[src/afl_cfg.svh]
// Constants for the absolute field load unit: offsets, field positions, opcode, timing.
`ifndef AFL_CFG_SVH
`define AFL_CFG_SVH

// Register offsets on the plain register port
`define AFL_OFS_CFG       8'h00
`define AFL_OFS_STATUS    8'h04
`define AFL_OFS_RF_BASE   8'h80
`define AFL_OFS_RF_MASK   8'h80

// Field configuration register layout
`define AFL_CFG_W0_LSB    0
`define AFL_CFG_E0_BIT    5
`define AFL_CFG_W1_LSB    8
`define AFL_CFG_E1_BIT    13
`define AFL_CFG_RESET     32'h0000_0000

// Status register layout
`define AFL_ST_V          0
`define AFL_ST_Z          1
`define AFL_ST_C          2
`define AFL_ST_N          3
`define AFL_ST_BUSY       4
`define AFL_FLAGS_RESET   4'h0

// Opcode word: 0000 01F1 101R dddd
`define AFL_OP_MASK       16'hfde0
`define AFL_OP_MATCH      16'h05a0
`define AFL_OP_F_BIT      9
`define AFL_OP_R_BIT      4
`define AFL_OP_RD_LSB     0

// Source bit address split
`define AFL_BITOFS_W      4
`define AFL_WORD_BITS     16

// Cycle figures for an aligned source, zero-wait memory
`define AFL_STATES_BASE   4'h5
`define AFL_STATES_STEP   4'h2
`define AFL_CYC_MAX       4'hf

`endif

[src/afl_pkg.sv]
// Types shared by the absolute field load unit.
package afl_pkg;

  typedef enum logic [2:0] {
    AFL_IDLE,
    AFL_ADDR_LO,
    AFL_ADDR_HI,
    AFL_READ,
    AFL_FINISH
  } afl_state_t;

  // Field width 1..32, held in six bits
  typedef logic [5:0] afl_width_t;

  // Three memory words cover any 32-bit field at any bit offset
  typedef logic [47:0] afl_window_t;

endpackage : afl_pkg

[src/afl_field_extract.sv]
// Right-justifies a field from the fetched word window and extends it to 32 bits.
`timescale 1ns/1ps

module afl_field_extract (
  // Fetched window and field shape
  input  wire afl_pkg::afl_window_t window_in,
  input  wire logic [3:0]           bit_offset_in,
  input  wire afl_pkg::afl_width_t  width_in,
  input  wire logic                 sign_extend_in,
  // Extended result and compare against zero
  output logic [31:0]               value_out,
  output logic                      negative_out,
  output logic                      zero_out
);

  logic [47:0] shifted;
  logic [31:0] raw;
  logic [31:0] mask;
  logic        sign_bit;
  logic [4:0]  top_idx;

  always_comb begin
    shifted = window_in >> bit_offset_in;
    raw     = shifted[31:0];
    top_idx = 5'(width_in - 6'h01);
    // Width 32 cannot be built by a shift of a 32-bit one
    if (width_in[5]) begin
      mask = 32'hffff_ffff;
    end else begin
      mask = (32'h0000_0001 << width_in[4:0]) - 32'h0000_0001;
    end
    sign_bit = raw[top_idx];
    if (sign_extend_in && sign_bit) begin
      value_out = raw | ~mask;
    end else begin
      value_out = raw & mask;
    end
    negative_out = value_out[31];
    zero_out     = (value_out == 32'h0000_0000);
  end

endmodule : afl_field_extract

[src/afl_field_load.sv]
// Executes the absolute-address field load into a general register.
`timescale 1ns/1ps
`include "afl_cfg.svh"

module afl_field_load (
  // Clock and reset
  input  wire logic        sys_clk_in,
  input  wire logic        reset_n_in,
  // Instruction word stream from the core
  input  wire logic [15:0] instr_word_in,
  input  wire logic        instr_valid_in,
  output logic             instr_ready_out,
  // Field-access path to local memory
  output logic             mem_rd_out,
  output logic [31:0]      mem_addr_out,
  input  wire logic [15:0] mem_data_in,
  input  wire logic        mem_ack_in,
  // Register port
  input  wire logic [7:0]  reg_addr_in,
  input  wire logic [31:0] reg_wdata_in,
  input  wire logic        reg_wr_in,
  input  wire logic        reg_rd_in,
  output logic [31:0]      reg_rdata_out,
  // Status
  output logic             flag_n_out,
  output logic             flag_c_out,
  output logic             flag_z_out,
  output logic             flag_v_out,
  output logic             busy_out,
  output logic             done_out,
  output logic             illegal_out
);

  afl_pkg::afl_state_t  state_q;
  afl_pkg::afl_window_t window_q;
  afl_pkg::afl_width_t  width_q;
  logic [31:0]          cfg_q;
  logic [31:0]          addr_q;
  logic [31:0]          rf_q [32];
  logic [3:0]           flags_q;
  logic [3:0]           cyc_q;
  logic [1:0]           rd_cnt_q;
  logic                 sel_q;
  logic                 file_q;
  logic [3:0]           rd_idx_q;
  logic                 ext_q;
  logic                 done_q;
  logic                 illegal_q;
  logic [31:0]          rdata_q;

  logic                 take;
  logic                 op_match;
  logic [1:0]           nwords;
  logic [3:0]           min_states;
  logic                 finish_now;
  logic [31:0]          ext_value;
  logic                 ext_neg;
  logic                 ext_zero;
  logic                 cfg_wr;
  logic                 st_wr;
  logic [31:0]          rf_word;

  // Encoded width 0 stands for 32 bits
  function automatic afl_pkg::afl_width_t cfg_width(input logic [4:0] code);
    cfg_width = (code == 5'h00) ? 6'h20 : {1'b0, code};
  endfunction : cfg_width

  // Memory words spanned by a field at a bit offset
  function automatic logic [1:0] words_needed(input logic [3:0] ofs,
                                              input afl_pkg::afl_width_t w);
    logic [6:0] last;
    last         = 7'({3'h0, ofs}) + 7'(w) - 7'h01;
    words_needed = 2'(last >> `AFL_BITOFS_W) + 2'h1;
  endfunction : words_needed

  // Register decode, shared by read and write paths
  function automatic logic is_reg(input logic [7:0] a, input logic [7:0] ofs);
    is_reg = (a == ofs);
  endfunction : is_reg

  assign take     = instr_valid_in && instr_ready_out;
  assign op_match = (instr_word_in & `AFL_OP_MASK) == `AFL_OP_MATCH;
  assign cfg_wr   = reg_wr_in && is_reg(reg_addr_in, `AFL_OFS_CFG);
  assign st_wr    = reg_wr_in && is_reg(reg_addr_in, `AFL_OFS_STATUS);

  assign nwords     = words_needed(addr_q[3:0], width_q);
  // Each extra word adds two states, so fields spanning more words run longer
  assign min_states = `AFL_STATES_BASE + (`AFL_STATES_STEP * 4'(nwords - 2'h1));
  assign finish_now = (state_q == afl_pkg::AFL_FINISH) &&
                      (cyc_q >= (min_states - 4'h1));

  // Handshake outputs are combinational from state
  always_comb begin
    instr_ready_out = (state_q == afl_pkg::AFL_IDLE) ||
                      (state_q == afl_pkg::AFL_ADDR_LO) ||
                      (state_q == afl_pkg::AFL_ADDR_HI);
    mem_rd_out      = (state_q == afl_pkg::AFL_READ);
    // Word-aligned fetch; the bit offset is applied after assembly
    mem_addr_out    = {addr_q[31:`AFL_BITOFS_W] + 28'(rd_cnt_q), 4'h0};
  end

  afl_field_extract u_extract (
    .window_in      (window_q),
    .bit_offset_in  (addr_q[3:0]),
    .width_in       (width_q),
    .sign_extend_in (ext_q),
    .value_out      (ext_value),
    .negative_out   (ext_neg),
    .zero_out       (ext_zero)
  );

  // Sequencer
  always_ff @(posedge sys_clk_in or negedge reset_n_in) begin
    if (!reset_n_in) begin
      state_q <= afl_pkg::AFL_IDLE;
    end else begin
      case (state_q)
        afl_pkg::AFL_IDLE: begin
          if (take && op_match) begin
            state_q <= afl_pkg::AFL_ADDR_LO;
          end
        end
        afl_pkg::AFL_ADDR_LO: begin
          if (take) begin
            state_q <= afl_pkg::AFL_ADDR_HI;
          end
        end
        afl_pkg::AFL_ADDR_HI: begin
          if (take) begin
            state_q <= afl_pkg::AFL_READ;
          end
        end
        afl_pkg::AFL_READ: begin
          if (mem_ack_in && (rd_cnt_q == (nwords - 2'h1))) begin
            state_q <= afl_pkg::AFL_FINISH;
          end
        end
        afl_pkg::AFL_FINISH: begin
          if (finish_now) begin
            state_q <= afl_pkg::AFL_IDLE;
          end
        end
        default: begin
          state_q <= afl_pkg::AFL_IDLE;
        end
      endcase
    end
  end

  // Opcode fields
  always_ff @(posedge sys_clk_in or negedge reset_n_in) begin
    if (!reset_n_in) begin
      sel_q    <= 1'b0;
      file_q   <= 1'b0;
      rd_idx_q <= 4'h0;
    end else if (take && (state_q == afl_pkg::AFL_IDLE) && op_match) begin
      sel_q    <= instr_word_in[`AFL_OP_F_BIT];
      file_q   <= instr_word_in[`AFL_OP_R_BIT];
      rd_idx_q <= instr_word_in[`AFL_OP_RD_LSB +: 4];
    end
  end

  // Source bit address, low half then high half
  always_ff @(posedge sys_clk_in or negedge reset_n_in) begin
    if (!reset_n_in) begin
      addr_q <= 32'h0000_0000;
    end else if (take && (state_q == afl_pkg::AFL_ADDR_LO)) begin
      addr_q[15:0] <= instr_word_in;
    end else if (take && (state_q == afl_pkg::AFL_ADDR_HI)) begin
      addr_q[31:16] <= instr_word_in;
    end
  end

  // Field shape captured once, so a mid-operation setting change cannot tear it
  always_ff @(posedge sys_clk_in or negedge reset_n_in) begin
    if (!reset_n_in) begin
      width_q <= 6'h20;
      ext_q   <= 1'b0;
    end else if (take && (state_q == afl_pkg::AFL_ADDR_HI)) begin
      if (sel_q) begin
        width_q <= cfg_width(cfg_q[`AFL_CFG_W1_LSB +: 5]);
        ext_q   <= cfg_q[`AFL_CFG_E1_BIT];
      end else begin
        width_q <= cfg_width(cfg_q[`AFL_CFG_W0_LSB +: 5]);
        ext_q   <= cfg_q[`AFL_CFG_E0_BIT];
      end
    end
  end

  // Field configuration, written only by a register-port write to the configuration offset
  always_ff @(posedge sys_clk_in or negedge reset_n_in) begin
    if (!reset_n_in) begin
      cfg_q <= `AFL_CFG_RESET;
    end else if (cfg_wr) begin
      cfg_q <= reg_wdata_in;
    end
  end

  // Word gathering, lowest address into the lowest lane
  always_ff @(posedge sys_clk_in or negedge reset_n_in) begin
    if (!reset_n_in) begin
      window_q <= 48'h0000_0000_0000;
      rd_cnt_q <= 2'h0;
    end else if (take && (state_q == afl_pkg::AFL_ADDR_HI)) begin
      window_q <= 48'h0000_0000_0000;
      rd_cnt_q <= 2'h0;
    end else if (mem_rd_out && mem_ack_in) begin
      window_q[`AFL_WORD_BITS * rd_cnt_q +: `AFL_WORD_BITS] <= mem_data_in;
      rd_cnt_q <= rd_cnt_q + 2'h1;
    end
  end

  // State count from the opcode word, saturating
  // The opcode cycle is the first state, so the count starts at one
  always_ff @(posedge sys_clk_in or negedge reset_n_in) begin
    if (!reset_n_in) begin
      cyc_q <= 4'h0;
    end else if (take && (state_q == afl_pkg::AFL_IDLE)) begin
      cyc_q <= 4'h1;
    end else if ((state_q != afl_pkg::AFL_IDLE) && (cyc_q != `AFL_CYC_MAX)) begin
      cyc_q <= cyc_q + 4'h1;
    end
  end

  // General registers: file in the top index bit
  always_ff @(posedge sys_clk_in or negedge reset_n_in) begin
    if (!reset_n_in) begin
      for (int i = 0; i < 32; i++) begin
        rf_q[i] <= 32'h0000_0000;
      end
    end else if (finish_now) begin
      rf_q[{file_q, rd_idx_q}] <= ext_value;
    end
  end

  // Flags: the load wins over a same-cycle software write
  always_ff @(posedge sys_clk_in or negedge reset_n_in) begin
    if (!reset_n_in) begin
      flags_q <= `AFL_FLAGS_RESET;
    end else if (finish_now) begin
      flags_q[`AFL_ST_N] <= ext_neg;
      flags_q[`AFL_ST_Z] <= ext_zero;
      flags_q[`AFL_ST_V] <= 1'b0;
    end else if (st_wr) begin
      flags_q <= reg_wdata_in[3:0];
    end
  end

  // Pulses
  always_ff @(posedge sys_clk_in or negedge reset_n_in) begin
    if (!reset_n_in) begin
      done_q    <= 1'b0;
      illegal_q <= 1'b0;
    end else begin
      done_q    <= finish_now;
      illegal_q <= take && (state_q == afl_pkg::AFL_IDLE) && !op_match;
    end
  end

  // Register read data, one cycle after the strobe
  always_comb begin
    rf_word = rf_q[reg_addr_in[6:2]];
  end

  always_ff @(posedge sys_clk_in or negedge reset_n_in) begin
    if (!reset_n_in) begin
      rdata_q <= 32'h0000_0000;
    end else if (reg_rd_in) begin
      if (is_reg(reg_addr_in, `AFL_OFS_CFG)) begin
        rdata_q <= cfg_q;
      end else if (is_reg(reg_addr_in, `AFL_OFS_STATUS)) begin
        rdata_q <= {27'h0, (state_q != afl_pkg::AFL_IDLE), flags_q};
      end else if (((reg_addr_in & `AFL_OFS_RF_MASK) == `AFL_OFS_RF_BASE) &&
                   (reg_addr_in[1:0] == 2'h0)) begin
        rdata_q <= rf_word;
      end else begin
        rdata_q <= 32'h0000_0000;
      end
    end else begin
      rdata_q <= 32'h0000_0000;
    end
  end

  assign reg_rdata_out = rdata_q;
  assign flag_n_out    = flags_q[`AFL_ST_N];
  assign flag_c_out    = flags_q[`AFL_ST_C];
  assign flag_z_out    = flags_q[`AFL_ST_Z];
  assign flag_v_out    = flags_q[`AFL_ST_V];
  assign busy_out      = (state_q != afl_pkg::AFL_IDLE);
  assign done_out      = done_q;
  assign illegal_out   = illegal_q;

endmodule : afl_field_load

[config.mk]
export PLATFORM = sky130hd
export DESIGN_NAME = afl_field_load
export DESIGN_NICKNAME = d
export VERILOG_FILES = /design/src/afl_pkg.sv /design/src/afl_field_extract.sv /design/src/afl_field_load.sv
export VERILOG_INCLUDE_DIRS = /design/src
export SDC_FILE = /design/constraint.sdc
export NUM_CORES = 2
export LEC_CHECK = 0
export BUFFER_PORTS_ARGS = -buffer_cell sky130_fd_sc_hd__buf_2
export CAP_MARGIN = 30
export CORE_MARGIN = 3
export CORE_UTILIZATION = 35
export CTS_BUF_LIST = sky130_fd_sc_hd__clkbuf_8 sky130_fd_sc_hd__clkbuf_16
export CTS_CLUSTER_DIAMETER = 100
export DETAILED_ROUTE_END_ITERATION = 10
export GPL_ROUTABILITY_DRIVEN = 0
export GPL_TIMING_DRIVEN = 0
export PLACE_DENSITY = 0.62
export SYNTH_ARGS = -nofsm -noshare
export SYNTH_HDL_FRONTEND = slang
export SYNTH_SLANG_ARGS = --single-unit
export TNS_END_PERCENT = 10
[constraint.sdc]
create_clock -name sys_clk_in -period 6.3 [get_ports sys_clk_in]
set_clock_uncertainty 0.1 [all_clocks]
set_input_delay 0.945 -clock sys_clk_in [delete_from_list [all_inputs] [get_ports sys_clk_in]]
set_output_delay 0.945 -clock sys_clk_in [all_outputs]
set_load 0.1 [all_outputs]
# Yosys cells after proc, flatten, opt, wreduce, memory -nomap -nowiden
# Index checks and enable logic that the tools add are counted.
# word_totals
regBits	1196
latch_bits	0
mem_bits_rw	0
rom_bits	0
input_bits	78
output_inout_bits	73
memories	0
# op_classes
add_sub_neg	13
n_mul	0
n_div	0
order_cmp	5
n_eq_ne	13
n_shift	4
muxes	34
bitwise_logic	7
n_reduce_logical	32
# ops
op	count
bitwise mux 1024 bit	1
two-way mux 32 bit	9
binary-select mux 32 bit (select 5 bit)	1
demux 32 bit (select 5 bit)	1
two-way mux 48 bit	2
bitwise mux 48 bit	1
variable shift 16 x 34 -> 48 bit (first input constant)	1
indexed part select 16 x 34 -> 48 bit	1
>> shifter 48 x 4 -> 32 bit	1
negation 6 -> 34 bit	1
bitwise AND 32 bit	1
zero test 32 bit	1
NOT 32 bit	1
OR 32 bit	1
<< shifter 1 x 5 -> 32 bit (first input constant)	1
subtractor 32 x 1 -> 32 bit (second input constant)	1
adder 28 x 2 -> 28 bit	1
two-way mux 6 bit	3
logical AND 1 bit	16
two-way mux 3 bit	5
one-hot mux 3 bit (5 select lines)	1
>= comparator 6 bit (second input constant)	2
two-way mux 4 bit	3
NOT 5 -> 6 bit	2
35 further kinds	50

# Logic depth before layout (Yosys ltp)
# depth
word_depth	10
depth_mapped	25
depth_no_buf	18

# Cells and area by module
# From an unflattened synthesis, not the netlist that was laid out.
# unflattened
cells_unflattened	4121
area_unflattened_um2	58721.3
# by_module_without_submodules
module	n_inst	cells_each	area_per_inst_um2	seq_area_each_um2
afl_field_load	1	3500	53786.6	29930.0
afl_field_extract	1	621	4934.7	0.0

# Worst setup path after synthesis
# No wires, ideal clock.
# synth_timing
kind	register -> register
startpoint	reg addr_q[2]
endpoint	reg rf_q[637] in the netlist's numbering
setup_ns	0.078
arrival_ns	4.755
path_slack_ns	1.367
stages_incl_launch_ff	24
synth_period_minus_slack_ns	4.933
cell_sequence	dfrtp_1 > buf_2 > clkinv_1 > buf_2 > buf_2 > buf_1 > ha_1 > inv_1 > ha_1 > nand2b_1 > o21bai_1 > a21oi_1 > o21bai_1 > xnor2_1 > ha_1 > a21boi_0 > o21ai_0 > a21o_1 > clkbuf_1 > nor4_1 > clkbuf_1 > clkbuf_1 > nor2_1 > a21oi_1
# synth_via
elab_chain_cells	8
# synth_rtl
element	line_no	rtl
start: declaration	afl_field_load.sv:38	logic [31:0] addr_q;
start signal: assignment	afl_field_load.sv:168	addr_q[15:0] <= instr_word_in;
adder 4 x 6 -> 6 bit	afl_field_load.sv:72	last = 7'({3'h0, ofs}) + 7'(w) - 7'h01;
subtractor 6 x 1 -> 6 bit	afl_field_load.sv:72	
adder 2 x 1 -> 2 bit	afl_field_load.sv:73	words_needed = 2'(last >> `AFL_BITOFS_W) + 2'h1;
subtractor 2 x 1 -> 3 bit	afl_field_load.sv:88	assign min_states = `AFL_STATES_BASE + (`AFL_STATES_STEP * 4'(nwords - 2'h1));
adder 3 x 4 -> 4 bit (no source line)	-	
subtractor 4 x 1 -> 4 bit	afl_field_load.sv:90	(cyc_q >= (min_states - 4'h1));
>= comparator 4 bit	afl_field_load.sv:90	
logical AND 1 bit	afl_field_load.sv:89	assign finish_now = (state_q == afl_pkg::AFL_FINISH) &&
end signal: indexed assignment	afl_field_load.sv:232	rf_q[{file_q, rd_idx_q}] <= ext_value;
end: declaration	afl_field_load.sv:39	logic [31:0] rf_q [32];
# Several ways; a longest one is shown, not always the timed one. The select of a mux whose other input is x is not followed.
# A chain may end at the register's enable or synchronous reset.

# Worst setup path after layout
# layout_timing
startpoint	reg addr_q[2]
endpoint	reg rf_q[460] in the netlist's numbering
# layout_via
elab_chain_cells	8
# layout_rtl
element	line_no	rtl
adder 4 x 6 -> 6 bit	afl_field_load.sv:72	
subtractor 6 x 1 -> 6 bit	afl_field_load.sv:72	
adder 2 x 1 -> 2 bit	afl_field_load.sv:73	
subtractor 2 x 1 -> 3 bit	afl_field_load.sv:88	
adder 3 x 4 -> 4 bit (no source line)	-	
subtractor 4 x 1 -> 4 bit	afl_field_load.sv:90	
>= comparator 4 bit	afl_field_load.sv:90	
logical AND 1 bit	afl_field_load.sv:89	
named net finish_now	afl_field_load.sv:55	logic finish_now;
# The timed path passes the listed nets, and every way through them passes these cells. The select of a mux whose other input is x is not followed.

==> run_results.csv <==
group,metric,value,unit
critical_path,r2r-start,"addr_q[2]$_DFFE_PN0P_",
detailed_routing,drt_iter0_markers,4306,
critical_path,required,6.84,ns
detailed_routing,routed_wl,186,mm
power,p_int,14.7,mW
sta,finalSetupViolCount,0,
critical_path,worstSetupPathType,"flip-flop to flip-flop",
synth,yosysTopAreaCell,"dfrtp_1",
placed_design,pre_cts_slack,-1.07,ns
synth,synth_area_leaders,"dfrtp_1 (51%), mux2_2 (16%), mux4_2 (14%)",
placed_design,port_buffers,142,
synth,yosysWarnings,0,
clocking,cts_tree,"yes",
detailed_routing,drtAntennaViolNets,0,
critical_path,path_cells,"buf_2 -> clkinvlp_4 -> buf_2 -> buf_2 -> ha_1 -> inv_1 -> ha_1 -> nand2b_1 -> o21bai_1 -> a21oi_1 -> o21bai_1 -> xnor2_2 -> ha_1 -> a21boi_0 -> o21ai_0 -> a21o_2 -> clkinv_2 -> nand3b_1 -> buf_4 -> buf_4 -> nor2_1 -> clkbuf_1 -> mux2_2",
sta,timing.final.ws_setup,0.154,ns
cells_and_area,stdcell_count,7021,
min_path,hold_start,"reg_wdata_in[11]",
detailed_routing,drc,0,
detailed_routing,vias,40100,
synth,avgSynthCellArea,13.3,um^2
grt,antenna_found_initial,4,
power,p_switching,9.22,mW
grt,track_usage,21.3,%
sta,fin_crit,6.15,ns
power,p_comb_share,33.0,%
clocking,clkTransAtPathRegs,0.06,ns
clocking,clkLatencyLatePin,0.77,ns
sta,rsz0062_at_grt,"true",
clocking,cts_buffers,117,
critical_path,crit_slowest_cell,"clkbuf_1",
critical_path,arrival,6.69,ns
grt,grt_pass1_wl,276,mm
floorplan,ios,151,
grt,grt_pass1_vias,40200,
power,pwr-share-clk,32.2,%
sta,hold_viol_final,0,
sta,whs,0.312,ns
synth,yosysMostFrequentCell,"dfrtp_1",
power,p_sw_share,38.6,%
sta,fin_crit_sh,97.5,%
floorplan,coreArea,165000,um^2
power,p_per_area,354,nW/um^2
synth,seq_area_frac_synth,51.2,%
synth,synthTopCellsByCount,"dfrtp_1 (1,194), mux2_2 (835), mux4_2 (355), nor2_1 (350), a21oi_1 (297)",
sta,max_freq,0.163,GHz
cells_and_area,fillerInstances,15200,
placed_design,dp_hpwl,141,mm
synth,ys_seq_elements,1195,
synth,netlist_instances,4387,
cells_and_area,layout.nets,4828,
cells_and_area,syn2layout_area_growth,15.5,%
clocking,ctsHtreeMaxLevel,3,
outcome,outcome,"completed",
floorplan,start_util,35.3,%
sta,tightest_slew,1.15,ns
synth,yosysTopAreaCellShare,51.1,%
grt,grt_start_max_net_pins,170,
critical_path,critPathLaunch,"addr_q[2]$_DFFE_PN0P_",
critical_path,max_stage_delay,0.64,ns
power,vdd_ir_drop_max,486,uV
power,power_leakage,31.0,nW
floorplan,die_height,415,um
detailed_routing,vias_per_cell,5.71,
detailed_routing,firstDrtPassIters,8,
synth,async_reset_ff_share,100,%
floorplan,fp-row-count,149,
critical_path,cp-start-kind,"flip-flop",
clocking,clock-root-buffer,"clkbuf_16",
sta,slew_violations,0,
floorplan,dieArea,172000,um^2
synth,synth-edff-count,0,
sta,slew_headroom,21.8,%
placed_design,place_inst,6795,
clocking,clk_path_buf_depth,3,
run,cap_violations,0,
synth,synth_flop_cell,"dfrtp_1",
synth,ys_types,83,
critical_path,endpoint_kind,"flip-flop",
detailed_routing,wire_per_inst,26.5,um
clocking,numClockSinks,1195,
grt,overflow,0,
min_path,holdCritPathClass,"input pin to flip-flop",
cells_and_area,drive_above_1_share,37.5,%
critical_path,worst-path-max-fanout,19,
floorplan,fp.dieW,415,um
synth,synth_area,58400,um^2
power,p_seq_share,34.8,%
flip-flops by register name, indices dropped and copies added, names as in the netlist, 2 cells and up:
| name | cells |
|---|---|
| rf_q | 1024 |
| window_q | 47 |
| addr_q | 32 |
| cfg_q | 32 |
| reg_rdata_out | 32 |
| width_q | 6 |
| cyc_q | 4 |
| flags_q | 4 |
| rd_idx_q | 4 |
| state_q | 3 |
| rd_cnt_q | 2 |
worst paths after layout:
| kind | slack [ns] | cells after the start | to |
|---|---|---|---|
| hold / removal | 0.31 | 2 | cfg_q[11]$_DFFE_PN0P_ |
| setup reg to reg | 0.15 | 23 | rf_q[460]$_DFFE_PN0P_ |
| setup / recovery | 0.15 | 23 | rf_q[460]$_DFFE_PN0P_ |
| max in group asynchronous | 2.73 | 6 | rf_q[692]$_DFFE_PN0P_ |
| min in group asynchronous | 0.61 | 2 | rf_q[99]$_DFFE_PN0P_ |
| hold reg to reg | 0.38 | 2 | rf_q[545]$_DFFE_PN0P_ |
logic make-up (layout without fill, tap and decap cells):
family                     Yosys count  in the layout  synth area share (%)
AOI/OAI and AO/OA                  597            597                  6.66
xor gates and xnor gates            43             43                 0.645
adders and majority gates           23             23                 0.505
buffers and inverters              454            891                  3.20
DFF                               1195           1195                  51.2
muxes                             1292           1292                  31.5
other                                1              9               0.00642
and+or+nand+nor                    782            782                  6.26
layer usage:
layer  global-route usage [%]  vias up  part of all wire [%]
met5                        0        -                0.0070
met4                     8.92        2                   4.6
met3                     3.58      357                   7.1
met2                     34.5     1665                    47
met1                     28.5    21200                    41
li1                         -    16900                     -
layout by cell type, fill, tap and decap left out, types with 47 or more instances in the layout:
cell type / instances
dfrtp_1: 1194
mux2_2: 835
mux4_2: 355
nor2_1: 344
a21oi_1: 296
clkbuf_1: 222
buf_2: 222
nand2_1: 151
clkbuf_16: 117
mux2i_1: 102
inv_1: 57
clkbuf_2: 52
nand3_1: 48
buf_1: 47
layout make-up:
type,instances,area [um^2],share of cell area [%]
multi-input combinational,2741,26800,39.7
clock buffer,138,3220,4.77
antenna,5,12.5,0.0185
clock inverter,81,1040,1.54
timing repair buffer,220,1850,2.74
inverter,41,159,0.235
tap,2189,2740,4.06
sequential,1195,29900,44.3
buffer,411,1790,2.65
worst max-delay path, delay by kind of cell (launching register included):
family          cells  cell delay, ns
mux                 1            0.41
buf+inv             9            2.42
simple gates        3            0.45
fa+ha+maj           3            0.93
compound gates      6            1.10
flops               1            0.36
xor+xnor            1            0.20
power groups by stage:
stage	Sequential, mW	Clock, mW	Combinational [mW]
CTS	8.31	7.82	7.64
finish	8.32	7.68	7.88
global route	8.35	8.11	8.30
global placement	8.45	0	7.40
detailed placement	8.45	0	7.59
floorplan	8.39	0	5.06
per-stage QoR:
stage	cell area [um^2]	utilization (%)	power, mW	TNS [ns]
detailed placement	63000	38.1	16.0	-509.65
global route	67500	40.8	24.8	-14.26
global placement	61900	37.4	15.8	-
floorplan	58400	-	13.5	0
finish	67500	40.8	23.9	0
CTS	67400	40.7	23.8	0
timing repair:
action / CTS / global route
setup buffers: 3 / 0
cloned: 0 / 0
hold endpoints to repair: 50 / 0
pin swaps: 2 / 1
hold buffers: 1 / 0
resized for setup: 37 / 75
endpoints found under the setup margin: 927 / 782
Note: power is estimated with default switching activity, not from simulation.
